--- src/hw/speech_codec_homing_pkg.sv ---
// Notes on behaviour
// - encoder homing frame is 160 equal 13-bit samples with only the LSB set
// - left-justified in 16-bit words each homing sample reads 0008 hex
// - decoder homing frame area ratio codes start 09, 17, 0F, rest fixed
// - every subframe: lag 28 hex, gain/grid/amplitude 0, pulses 4, sub 4 pulse 4 is 3
// - encoder homing counts only when aligned to its own 160-sample frame
// - encoder codes homing frame normally; from home it yields decoder homing frame
// - after an encoder homing frame every encoder sub-module returns home
// - homing reset happens only after the homing frame itself is processed
// - second and later consecutive decoder homing frames give encoder homing output
// - homing is optional and may be switched off entirely
// - pulse codes become levels, scaled by the decoded block maximum
// - 13 pulses upsampled by 3 with zeros, offset by grid code
// - synthesis coefficients rebuilt from area ratio codes, lattice filtering
// - de-emphasis: output is synthesis sample plus previous output times 28180/2^15
// - good decoder homing frame: decode, substitute if home, then reset all state
// - decoder home: lag 40, area ratios, filter and de-emphasis memories zero
// - when home, area ratios plus first subframe suffice to spot a homing frame
`default_nettype none
package speech_codec_homing_pkg;
   // =====================================================================
   // framing
   localparam int FRAME_LEN = 160;
   localparam int SUB_LEN = 40;
   localparam int NUM_LAR = 8;
   localparam int SUB_FIELDS = 17;
   localparam int NUM_PULSES = 13;
   localparam int GRID_STEP = 3;
   localparam int LAST_SUB = 3;
   localparam int FIRST_PULSE_FIELD = 4;
   // =====================================================================
   // homing patterns
   localparam logic [15:0] ENC_HOME_SAMPLE = 16'h0008;
   localparam logic [15:0] SAMPLE_MASK = 16'hFFF8;
   localparam logic [6:0] HOME_LAG = 7'h28;
   localparam logic [2:0] HOME_PULSE = 3'h4;
   localparam logic [2:0] ALT_PULSE = 3'h3;
   localparam logic [4:0] ALT_FIELD = 5'h08;
   localparam logic [5:0] LAR_HOME [0:7] = '{6'h09, 6'h17, 6'h0F, 6'h08,
                                             6'h07, 6'h03, 6'h03, 6'h02};
   localparam int LAR_WIDTH [0:7] = '{6, 6, 5, 5, 4, 4, 3, 3};
   localparam logic [5:0] LAR_MASK [0:7] = '{6'h3F, 6'h3F, 6'h1F, 6'h1F,
                                             6'h0F, 6'h0F, 6'h07, 6'h07};
   // =====================================================================
   // arithmetic constants
   localparam logic [15:0] DEEMPH_BETA = 16'h6E14;
   localparam logic [16:0] LEVEL_STEP_SHIFTED = 17'h02000;
   localparam logic [16:0] LEVEL_OFFSET = 17'h07000;
   localparam logic [5:0] XMAX_LINEAR_LIMIT = 6'h10;
   // =====================================================================
   // reset values
   localparam logic [7:0] ENC_CNT_RESET = 8'h00;
   localparam logic [15:0] MEM_RESET = 16'h0000;
   typedef enum logic [1:0] {
      ST_LOAD = 2'b01,
      ST_EMIT = 2'b10
   } dec_state_e;
endpackage
`default_nettype wire

--- src/hw/speech_codec_homing.sv ---
`timescale 1ns/1ps
`default_nettype none
module speech_codec_homing (
   // clock and reset
   input wire logic ref_clk,
   input wire logic reset_n,
   // homing strap, asynchronous pin
   input wire logic homing_enable,
   // encoder sample stream
   input wire logic enc_sample_valid,
   input wire logic [15:0] enc_sample,
   output logic enc_in_home,
   output logic enc_homing_frame,
   output logic enc_home_reset,
   // decoder parameter stream
   input wire logic param_valid,
   input wire logic [6:0] param_data,
   input wire logic frame_bad,
   output logic param_ready,
   // decoder speech output
   output logic speech_valid,
   output logic [15:0] speech_sample,
   output logic [6:0] ltp_lag,
   output logic dec_in_home,
   output logic dec_home_reset
);
   typedef struct packed {
      logic en_s1;
      logic en_s2;
      logic [7:0] enc_cnt;
      logic enc_match;
      logic enc_home;
      logic enc_hpulse;
      logic enc_rpulse;
      speech_codec_homing_pkg::dec_state_e st;
      logic lar_done;
      logic [4:0] fld;
      logic [1:0] sub;
      logic [5:0] k;
      logic dec_match;
      logic subst;
      logic bad;
      logic dec_home;
      logic dec_rpulse;
      logic [7:0][5:0] lar;
      logic [7:0][5:0] lar_prev;
      logic [6:0] lag;
      logic [1:0] grid;
      logic [5:0] xmax;
      logic [12:0][2:0] pulse;
      logic [8:0][15:0] v;
      logic [15:0] deemph;
      logic [15:0] out;
      logic out_valid;
   } state_s;

   state_s state_reg;
   state_s state_next;

   // =====================================================================
   // fixed-point helpers
   function automatic logic [15:0] add_sat(input logic [15:0] a, input logic [15:0] b);
      logic signed [16:0] s;
      s = $signed({a[15], a}) + $signed({b[15], b});
      if (s > 17'sh07FFF)
         add_sat = 16'h7FFF;
      else if (s < -17'sh08000)
         add_sat = 16'h8000;
      else
         add_sat = s[15:0];
   endfunction

   function automatic logic [15:0] sub_sat(input logic [15:0] a, input logic [15:0] b);
      logic signed [16:0] s;
      s = $signed({a[15], a}) - $signed({b[15], b});
      if (s > 17'sh07FFF)
         sub_sat = 16'h7FFF;
      else if (s < -17'sh08000)
         sub_sat = 16'h8000;
      else
         sub_sat = s[15:0];
   endfunction

   function automatic logic [15:0] mult_r(input logic [15:0] a, input logic [15:0] b);
      logic signed [31:0] p;
      p = $signed(a) * $signed(b) + 32'sd16384;
      if (a == 16'h8000 && b == 16'h8000)
         mult_r = 16'h7FFF;
      else
         mult_r = p[30:15];
   endfunction

   // =====================================================================
   // synthesis coefficients; first subframe blends previous frame's codes
   logic [15:0] coef [0:7];
   genvar g;
   generate
      for (g = 0; g < speech_codec_homing_pkg::NUM_LAR; g++)
      begin : g_coef
         localparam int W = speech_codec_homing_pkg::LAR_WIDTH[g];
         logic [6:0] sum;
         logic [15:0] code;
         assign sum = {1'b0, state_reg.lar[g]} + {1'b0, state_reg.lar_prev[g]};
         assign code = (state_reg.sub == 2'h0) ? {10'h000, sum[6:1]}
                                               : {10'h000, state_reg.lar[g]};
         // centred code shifted left by 16 - W to full 16-bit range
         assign coef[g] = 16'((code - (16'h0001 << (W - 1))) << (16 - W));
      end
   endgenerate

   // =====================================================================
   // next-state logic
   always_comb
   begin
      logic hit;
      logic [6:0] expv;
      logic [5:0] rel;
      logic [3:0] pidx;
      logic on_grid;
      logic [15:0] xmaxp;
      logic [4:0] mant_e;
      logic signed [16:0] level;
      logic signed [33:0] prod;
      logic [15:0] er;
      logic [15:0] sri;
      logic [15:0] y;
      hit = 1'b0;
      expv = 7'h00;
      rel = 6'h00;
      pidx = 4'h0;
      on_grid = 1'b0;
      xmaxp = 16'h0000;
      mant_e = 5'h00;
      level = 17'sh00000;
      prod = 34'sh0;
      er = 16'h0000;
      sri = 16'h0000;
      y = 16'h0000;
      state_next = state_reg;
      state_next.en_s1 = homing_enable;
      state_next.en_s2 = state_reg.en_s1;
      state_next.enc_hpulse = 1'b0;
      state_next.enc_rpulse = 1'b0;
      state_next.dec_rpulse = 1'b0;
      state_next.out_valid = 1'b0;

      // ---- encoder homing: count own frame boundaries only
      if (enc_sample_valid)
      begin
         // low three bits are not part of the 13-bit sample
         hit = (enc_sample & speech_codec_homing_pkg::SAMPLE_MASK)
               == speech_codec_homing_pkg::ENC_HOME_SAMPLE;
         if (state_reg.enc_cnt == 8'(speech_codec_homing_pkg::FRAME_LEN - 1))
         begin
            state_next.enc_cnt = speech_codec_homing_pkg::ENC_CNT_RESET;
            state_next.enc_match = 1'b1;
            if (state_reg.en_s2 && state_reg.enc_match && hit)
            begin
               // last sample already handed to the coder: reset afterwards
               state_next.enc_home = 1'b1;
               state_next.enc_hpulse = 1'b1;
               state_next.enc_rpulse = 1'b1;
            end
            else
               state_next.enc_home = 1'b0;
         end
         else
         begin
            state_next.enc_cnt = state_reg.enc_cnt + 8'h01;
            state_next.enc_match = state_reg.enc_match & hit;
         end
      end

      // ---- expected decoder homing parameter for this slot
      if (!state_reg.lar_done)
         expv = {1'b0, speech_codec_homing_pkg::LAR_HOME[state_reg.fld[2:0]]};
      else if (state_reg.fld == 5'h00)
         expv = speech_codec_homing_pkg::HOME_LAG;
      else if (state_reg.fld < 5'(speech_codec_homing_pkg::FIRST_PULSE_FIELD))
         expv = 7'h00;
      else if (state_reg.sub == 2'(speech_codec_homing_pkg::LAST_SUB)
               && state_reg.fld == speech_codec_homing_pkg::ALT_FIELD)
         expv = {4'h0, speech_codec_homing_pkg::ALT_PULSE};
      else
         expv = {4'h0, speech_codec_homing_pkg::HOME_PULSE};

      // ---- RPE reconstruction for sample k of the subframe
      if (state_reg.k >= {4'h0, state_reg.grid})
         rel = state_reg.k - {4'h0, state_reg.grid};
      pidx = 4'(rel / 6'(speech_codec_homing_pkg::GRID_STEP));
      on_grid = (state_reg.k >= {4'h0, state_reg.grid})
                && (rel % 6'(speech_codec_homing_pkg::GRID_STEP) == 6'h00)
                && (pidx < 4'(speech_codec_homing_pkg::NUM_PULSES));
      if (state_reg.xmax < speech_codec_homing_pkg::XMAX_LINEAR_LIMIT)
         xmaxp = {5'h00, state_reg.xmax, 5'h1F};
      else
      begin
         mant_e = {2'b00, state_reg.xmax[2:0]} + 5'h09; // five bits: low code 7 gives 16
         xmaxp = ({11'h000, mant_e} << ({1'b0, state_reg.xmax[5:3]} + 4'h4)) - 16'h0001;
      end
      if (pidx < 4'(speech_codec_homing_pkg::NUM_PULSES))
         level = $signed({14'h0000, state_reg.pulse[pidx]}
                         * speech_codec_homing_pkg::LEVEL_STEP_SHIFTED)
                 - $signed(speech_codec_homing_pkg::LEVEL_OFFSET);
      prod = level * $signed({1'b0, xmaxp});
      if (on_grid)
         er = prod[30:15];

      // ---- lattice synthesis and de-emphasis
      sri = er;
      for (int i = 8; i >= 1; i--)
      begin
         sri = sub_sat(sri, mult_r(coef[i - 1], state_reg.v[i - 1]));
         state_next.v[i] = add_sat(state_reg.v[i - 1], mult_r(coef[i - 1], sri));
      end
      y = add_sat(sri, mult_r(state_reg.deemph, speech_codec_homing_pkg::DEEMPH_BETA));

      case (state_reg.st)
         speech_codec_homing_pkg::ST_LOAD:
         begin
            state_next.v = state_reg.v;
            if (param_valid)
            begin
               state_next.dec_match = state_reg.dec_match & (param_data == expv);
               if (!state_reg.lar_done)
               begin
                  state_next.lar[state_reg.fld[2:0]] = param_data[5:0]
                     & speech_codec_homing_pkg::LAR_MASK[state_reg.fld[2:0]];
                  state_next.lar_done = (state_reg.fld == 5'h07);
                  state_next.fld = (state_reg.fld == 5'h07) ? 5'h00 : state_reg.fld + 5'h01;
               end
               else
               begin
                  case (state_reg.fld)
                     5'h00: state_next.lag = param_data;
                     5'h02: state_next.grid = param_data[1:0];
                     5'h03: state_next.xmax = param_data[5:0];
                     default:
                     begin
                        if (state_reg.fld >= 5'(speech_codec_homing_pkg::FIRST_PULSE_FIELD))
                           state_next.pulse[state_reg.fld - 5'h04] = param_data[2:0];
                     end
                  endcase
                  if (state_reg.fld == 5'(speech_codec_homing_pkg::SUB_FIELDS - 1))
                  begin
                     state_next.fld = 5'h00;
                     state_next.k = 6'h00;
                     state_next.bad = frame_bad;
                     state_next.st = speech_codec_homing_pkg::ST_EMIT;
                     // from home, area ratios and first subframe decide early
                     if (state_reg.sub == 2'h0)
                        state_next.subst = state_reg.dec_home & state_reg.en_s2
                                           & state_next.dec_match;
                  end
                  else
                     state_next.fld = state_reg.fld + 5'h01;
               end
            end
         end
         speech_codec_homing_pkg::ST_EMIT:
         begin
            state_next.v[0] = sri;
            state_next.deemph = y;
            state_next.out_valid = 1'b1;
            state_next.out = state_reg.subst ? speech_codec_homing_pkg::ENC_HOME_SAMPLE
                             : (y & speech_codec_homing_pkg::SAMPLE_MASK);
            if (state_reg.k == 6'(speech_codec_homing_pkg::SUB_LEN - 1))
            begin
               state_next.st = speech_codec_homing_pkg::ST_LOAD;
               if (state_reg.sub == 2'(speech_codec_homing_pkg::LAST_SUB))
               begin
                  state_next.sub = 2'h0;
                  state_next.lar_done = 1'b0;
                  state_next.dec_match = 1'b1;
                  state_next.subst = 1'b0;
                  // whole frame decoded before state is sent home
                  if (state_reg.en_s2 && state_reg.dec_match && !state_reg.bad)
                  begin
                     state_next.lar_prev = '0;
                     state_next.v = '0;
                     state_next.deemph = speech_codec_homing_pkg::MEM_RESET;
                     state_next.lag = speech_codec_homing_pkg::HOME_LAG;
                     state_next.dec_home = 1'b1;
                     state_next.dec_rpulse = 1'b1;
                  end
                  else
                  begin
                     state_next.lar_prev = state_reg.lar;
                     state_next.dec_home = 1'b0;
                  end
               end
               else
                  state_next.sub = state_reg.sub + 2'h1;
            end
            else
               state_next.k = state_reg.k + 6'h01;
         end
         default:
            state_next.st = speech_codec_homing_pkg::ST_LOAD;
      endcase
   end

   // =====================================================================
   // state register; both sides start in home state
   always_ff @(posedge ref_clk or negedge reset_n)
   begin
      if (!reset_n)
      begin
         state_reg <= '0;
         state_reg.enc_match <= 1'b1;
         state_reg.enc_home <= 1'b1;
         state_reg.dec_match <= 1'b1;
         state_reg.dec_home <= 1'b1;
         state_reg.lag <= speech_codec_homing_pkg::HOME_LAG;
         state_reg.st <= speech_codec_homing_pkg::ST_LOAD;
      end
      else
         state_reg <= state_next;
   end

   // =====================================================================
   // outputs; params stall while a subframe is being emitted
   assign param_ready = (state_reg.st == speech_codec_homing_pkg::ST_LOAD);
   assign enc_in_home = state_reg.enc_home;
   assign enc_homing_frame = state_reg.enc_hpulse;
   assign enc_home_reset = state_reg.enc_rpulse;
   assign speech_valid = state_reg.out_valid;
   assign speech_sample = state_reg.out;
   assign ltp_lag = state_reg.lag;
   assign dec_in_home = state_reg.dec_home;
   assign dec_home_reset = state_reg.dec_rpulse;
endmodule // speech_codec_homing
`default_nettype wire

--- config.mk ---
export PLATFORM = sky130hd
export DESIGN_NAME = speech_codec_homing
export DESIGN_NICKNAME = d
export VERILOG_FILES = /design/src/hw/speech_codec_homing_pkg.sv /design/src/hw/speech_codec_homing.sv
export SDC_FILE = /design/constraint.sdc
export NUM_CORES = 2
export LEC_CHECK = 0
export ABC_AREA = 1
export BUFFER_PORTS_ARGS = -buffer_cell sky130_fd_sc_hd__buf_2
export CELL_PAD_IN_SITES_DETAIL_PLACEMENT = 1
export CELL_PAD_IN_SITES_GLOBAL_PLACEMENT = 1
export CORE_ASPECT_RATIO = 1.75
export CORE_MARGIN = 2
export CORE_UTILIZATION = 50
export CTS_CLUSTER_DIAMETER = 30
export DETAILED_ROUTE_END_ITERATION = 8
export PLACE_DENSITY = 0.84
export SYNTH_ARGS = -nofsm -noshare
export SYNTH_HDL_FRONTEND = slang
export SYNTH_SLANG_ARGS = --single-unit
--- constraint.sdc ---
create_clock -name ref_clk -period 45.2 [get_ports ref_clk]
set_input_delay 9.04 -clock ref_clk [delete_from_list [all_inputs] [get_ports ref_clk]]
set_output_delay 9.04 -clock ref_clk [all_outputs]
set_load 0.05 [all_outputs]
Word level (Yosys, flattened, before mapping)
Memory sizes are Yosys's and may differ from the RTL's.
Index checks and enable logic that the tools add are counted.
{"block": "totals", "romBits": 96, "reg_bits": 340, "memories": 2, "inputBits": 29}
{"memory": "(no name shown)", "words": 8, "width": 6, "rd": 1, "rd_clocked_by_memory_dff": 0, "write_ports": 0, "line_no": "speech_codec_homing.sv:228", "text": "& speech_codec_homing_pkg::LAR_MASK[state_reg.fld[2:0]];"}
{"memory": "(no name shown)", "words": 8, "width": 6, "rd": 1, "rd_clocked_by_memory_dff": 0, "write_ports": 0, "line_no": "speech_codec_homing.sv:176", "text": "expv = {1'b0, speech_codec_homing_pkg::LAR_HOME[state_reg.fld[2:0]]};"}
{"block": "classes", "bitwise": 9, "div_mod_pow": 2, "add_sub_neg": 58, "eq_ne": 44, "reduce_logical": 45, "mul": 17, "n_shift": 1, "order_cmp": 43, "n_mux": 124}
{"cell": "16-bit two-way mux", "count": 50}
{"cell": "31-bit by 16-bit adder with 31-bit output, second input constant", "count": 16}
{"cell": "144-bit two-way mux", "count": 3}
{"cell": "17-bit by 16-bit > comparator with 1-bit output, second input constant", "count": 16}
{"cell": "17-bit by 16-bit < comparator with 1-bit output, second input constant", "count": 16}
{"cell": "128-bit case mux with 2 select lines", "count": 1}
{"cell": "16-bit equality test, second input constant", "count": 15}
{"cell": "16-bit by 16-bit adder with 17-bit output", "count": 8}
{"cell": "16-bit by 16-bit subtractor with 17-bit output", "count": 8}
{"cell": "54-bit two-way mux", "count": 2}
{"cell": "6-bit by 16-bit multiplier with 21-bit output", "count": 4}
{"cell": "6-bit two-way mux", "count": 14}
{"cell": "5-bit by 16-bit multiplier with 20-bit output", "count": 4}
{"cell": "39-bit two-way mux", "count": 2}
{"cell": "4-bit by 16-bit multiplier with 19-bit output", "count": 4}
{"cell": "3-bit by 16-bit multiplier with 18-bit output", "count": 3}
{"cell": "48-bit bitwise mux", "count": 1}
{"cell": "46-bit two-way mux", "count": 1}
{"cell": "39-bit bitwise mux", "count": 1}
{"cell": "17-bit by 17-bit multiplier with 31-bit output", "count": 1}
{"cell": "16-bit by 14-bit multiplier with 29-bit output, second input constant", "count": 1}
{"cell": "7-bit two-way mux", "count": 4}
{"cell": "5-bit two-way mux", "count": 5}
{"cell": "1-bit logical AND", "count": 24}
{"cell": "75 further kinds", "count": 139}

Logic depth before layout (Yosys ltp)
{"block": "depth", "ltp_word": 52, "ltp_mapped": 222, "mapped_depth_nobuf": 217}

Least setup slack after synthesis
No wires, ideal clock.
{"block": "synth_timing", "path_kind": "reg-to-reg", "startpoint": "register state_reg[332] in the netlist's numbering", "endpoint": "register state_reg[54] in the netlist's numbering", "setup_ns": 0.091, "period_less_slack_ns": 31.396, "required_ns": 45.109, "t_arrival_ns": 31.306, "path_stages_with_launch": 200, "n_path_buf": 8, "setup_slack_ns": 13.804, "path_cell_list": "dfrtp_1 -> inv_1 -> ha_1 -> inv_1 -> fa_1 -> nor2_1 -> nand2_2 -> nor2_4 -> nor2_1 -> o21ai_1 -> nand2_1 -> nand2_2 -> inv_2 -> nand2_2 -> nand2_2 -> ha_1 -> nor2_4 -> nand2_4 -> [... 164 more ...] -> nand2_1 -> nor2_1 -> nand3_1 -> xnor2_1 -> inv_1 -> nand2_1 -> ha_1 -> inv_1 -> nor4_1 -> inv_1 -> nor4_1 -> a221oi_1 -> nand2_1 -> o21ai_0 -> nor2_1 -> nand2_1 -> clkbuf_1 -> o221ai_1"}
{"block": "synth_between", "elab_chain_len": 52}
{"item": "from (decl)", "line_no": "speech_codec_homing.sv:57", "text": "state_s state_reg;"}
{"item": "from (signal assigned)", "line_no": "speech_codec_homing.sv:318", "text": "state_reg <= state_next;"}
{"item": "6-bit by 2-bit subtractor with 6-bit output / 6-bit by 2-bit >= comparator with 1-bit output (equally long branches)", "line_no": "speech_codec_homing.sv:189, speech_codec_homing.sv:188, speech_codec_homing.sv:191"}
{"item": "6-bit two-way mux", "line_no": "speech_codec_homing.sv:188", "text": "if (state_reg.k >= {4'h0, state_reg.grid})"}
{"item": "6-bit by 2-bit divider with 6-bit output", "line_no": "speech_codec_homing.sv:190", "text": "pidx = 4'(rel / 6'(speech_codec_homing_pkg::GRID_STEP));"}
{"item": "3-bit binary-select mux with 4-bit select", "line_no": "speech_codec_homing.sv:202", "text": "level = $signed({14'h0000, state_reg.pulse[pidx]}"}
{"item": "3-bit two-way mux (implied by the code)", "line_no": "speech_codec_homing.sv:202"}
{"item": "16-bit by 15-bit subtractor with 17-bit output", "line_no": "speech_codec_homing.sv:204", "text": "- $signed(speech_codec_homing_pkg::LEVEL_OFFSET);"}
{"item": "17-bit two-way mux", "line_no": "speech_codec_homing.sv:201", "text": "if (pidx < 4'(speech_codec_homing_pkg::NUM_PULSES))"}
{"item": "17-bit by 17-bit multiplier with 31-bit output", "line_no": "speech_codec_homing.sv:205", "text": "prod = level * $signed({1'b0, xmaxp});"}
{"item": "[... 36 more ...]"}
{"item": "16-bit by 16-bit adder with 17-bit output", "line_no": "speech_codec_homing.sv:64", "text": "s = $signed({a[15], a}) + $signed({b[15], b});"}
{"item": "17-bit by 16-bit < comparator with 1-bit output", "line_no": "speech_codec_homing.sv:67", "text": "else if (s < -17'sh08000)"}
{"item": "16-bit two-way mux", "line_no": "speech_codec_homing.sv:67"}
{"item": "16-bit two-way mux", "line_no": "speech_codec_homing.sv:65", "text": "if (s > 17'sh07FFF)"}
{"item": "144-bit two-way mux", "line_no": "speech_codec_homing.sv:277", "text": "if (state_reg.en_s2 && state_reg.dec_match && !state_reg.bad)"}
{"item": "144-bit two-way mux", "line_no": "speech_codec_homing.sv:270", "text": "if (state_reg.sub == 2'(speech_codec_homing_pkg::LAST_SUB))"}
{"item": "144-bit two-way mux", "line_no": "speech_codec_homing.sv:267", "text": "if (state_reg.k == 6'(speech_codec_homing_pkg::SUB_LEN - 1))"}
{"item": "128-bit case mux with 2 select lines (*)", "line_no": "speech_codec_homing.sv:218", "text": "case (state_reg.st)"}
Every way passes the cells marked *; elsewhere a longest branch is shown, timed or not. The select of a mux whose other input is x is not followed.
A chain may end at the register's enable or synchronous reset.

Final worst setup path
{"block": "layout_timing", "startpoint": "register state_reg[332] in the netlist's numbering", "endpoint": "register state_reg[56] in the netlist's numbering"}
Same word-level chain as after synthesis.

==> impl_metrics.yaml <==
status:
  status: "complete, no violations"
grt:
  antenna_found_initial: 6
  grt_pass1_wl_mm: 413
  overflow: 0
  track_usage_pct: 33.3
  grt_max_degree: 82
  grt_pass1_vias: 81400
timing:
  fin_tns_setup_ps: 0
  fin_crit_sh_pct: 92.3
  fmax_mhz: 24.0
  slew_headroom_pct: 5.99
  final-hold-violation-count: 0
  tightest_slew_ps: 1400
  drv_slew: 0
  period_needed_ps: 41700
  skew_ps: 68.6
  setup_violations: 0
  rsz0062_at_grt: "no"
yosys:
  synth_edf_count: 0
  seq_area_frac_synth_pct: 10.9
  synth_area_leaders: "fa_1 (21%), ha_1 (16%), nand2_1 (11%)"
  synth_top_area_share_pct: 21.2
  async_flop_share_pct: 100
  yosys_warnings: 0
  avgSynthCellArea_sq_um: 7.24
  yosysUniqueCellTypes: 64
  synth_top_area_cell: "fa_1"
  synth-seq-cells: 330
  ys.flop_type: "dfrtp_1"
  syn_area_sq_mm: 0.0759
  netlist_instances: 10500
detailed_routing:
  first_pass_iters: 7
  drt_iter0_drc: 2669
  wire_per_inst_um: 20.6
  postRouteAntennaNets: 0
  drc: 0
  via_per_inst: 5.71
  routed_wl_mm: 258
  vias: 71500
critical_path:
  start_kind: "register"
  cp.arrival_ps: 42240
  critPathRequiredTime_ps: 45740
  r2r-end: "state_reg[56]"
  critical_path.max_fanout: 21
  rrSetupSlack_ps: 3500
  path_class: "reg2reg"
  rr_startpoint: "state_reg[332]"
  slowest_stage: "fa_2"
  critical_path.most_common_cell: "nand2_1"
  max_stage_delay_ps: 610
  r2r_cells: 196
  crit_path_end_kind: "register"
cells_and_area:
  regArea_sq_mm: 0.00827
  final_nets: 12200
  area_growth_pct: 6.81
  layout_commonest_cell: "nand2_1"
  layout_common_cells: "nand2_1 (2210), inv_1 (2012), ha_1 (953), nor2_1 (866), fa_1 (804)"
  fillers: 19500
  largest_register_ffs: 304
  multi_input_area_sq_mm: 0.0590
  drive_gt1_share_pct: 3.82
cts:
  path_clk_slew_ps: 50
  clk_latency_ps: 680
  cts_buffers: 76
  cts_hold_buf: 0
  cts.sinks: 330
  max-clock-path-buffers: 3
  cts-root-buf: "clkbuf_16"
  h-tree-depth: 3
  post_cts_resized: 0
  cts_setup_buffers: 0
  cts_tree: "done"
place:
  dp_hpwl_mm: 216
  io_buffer_count: 52
  gp_congestion: 0.973
min_path:
  worstHoldEndpoint: "state_reg[360]"
  hold_path.class: "reg2reg"
  min_from: "state_next[360]"
  whs_path_depth: 0
floorplanning:
  fp.coreArea_sq_mm: 0.151
  die_w_um: 298
  start_util_pct: 50.2
  num_rows: 189
  dieHeight_um: 519
  pin_count: 59
  die_area_sq_mm: 0.155
job:
  drv_cap: 0
-- worst max-delay path by stage --
stage	end	from	slack (ps)	depth (start not counted)
after floorplan	state_reg[54]	state_reg[332]	13800	199
after global placement	state_reg[59]	state_reg[332]	4910	195
after detailed placement	state_reg[58]	state_reg[332]	3660	196
after CTS	state_reg[58]	state_reg[332]	3440	196
after global routing	state_reg[58]	state_reg[332]	50	195
final	state_reg[56]	state_reg[332]	3500	196
-- worst max-delay path, delay by kind of cell (launching register included) --
| kind | cells | cell delay, ps |
|---|---|---|
| adder cells (fa/ha/maj) | 30 | 11830 |
| AO/OA/AOI/OAI | 39 | 7850 |
| buffers and inverters | 32 | 4840 |
| AND/OR/NAND/NOR | 89 | 15210 |
| XOR/XNOR | 6 | 1370 |
| flip-flops | 1 | 410 |
-- cell type report --
class / count / area share (%)
repair buffers: 116 / 0.926
clock inverters: 43 / 0.931
clock buffers: 95 / 2.55
flip-flops and latches: 330 / 10.2
inverters: 2045 / 9.48
diodes: 1 / 0.00309
well taps: 2005 / 3.10
multi-input cells: 7881 / 72.8
-- kinds of logic after synthesis --
logic type	Yosys count	synth area share [%]
AO/OA/AOI/OAI	1516	11.5
XOR/XNOR	652	7.53
other	1	0.00494
buffers and inverters	2265	11.4
flip-flops	330	10.9
adder cells (fa/ha/maj)	1759	37.0
AND/OR/NAND/NOR	3951	21.7
-- per-layer routing --
layer | GRT usage [%] | vias up | routed length, um
met4 | 27.3 | 6 | 24600
met2 | 66.2 | 1582 | 143000
li1 | - | 33100 | -
met1 | 29.6 | 35800 | 83500
met3 | 3.31 | 984 | 7560
met5 | 0 | - | 42
-- per-stage QoR --
step	hold slack, ps	cells	setup WS [ps]	cell area [sq um]	utilization (%)
after floorplan	331	10500	13800	75900	-
after global placement	359	12400	4910	78200	51.8
after detailed placement	380	12400	3660	78200	51.8
after CTS	391	12500	3440	81000	53.6
after global routing	387	12500	47.7	81000	53.6
final	393	12500	3500	81000	53.6
-- cells in the mapped netlist, drive strengths merged (2+ instances only) --
library cell and n:
nand2 2224, inv 2027, ha 954, nor2 877
fa 805, a21oi 648, xor2 472, o21ai 442
nand3 412, dfrtp 323, xnor2 180, clkbuf 152
nor3 147, o221ai 96, or2 84, nand4 83
nor4 75, o21bai 75, buf 68, o31ai 46
o22ai 45, a31oi 44, o211ai 26, a21o 25
o21a 21, nand3b 20, clkinv 18, nor3b 12
o211a 12, a211oi 11, nor2b 9, dfstp 7
o2111ai 7, a21boi 5, and2 5, a41oi 3
a2111oi 2, a31o 2, o32ai 2, or4 2
Power is left out: the tool's default activity adds up to more than one toggle a clock period on the data nets, which glitch-free logic cannot reach.
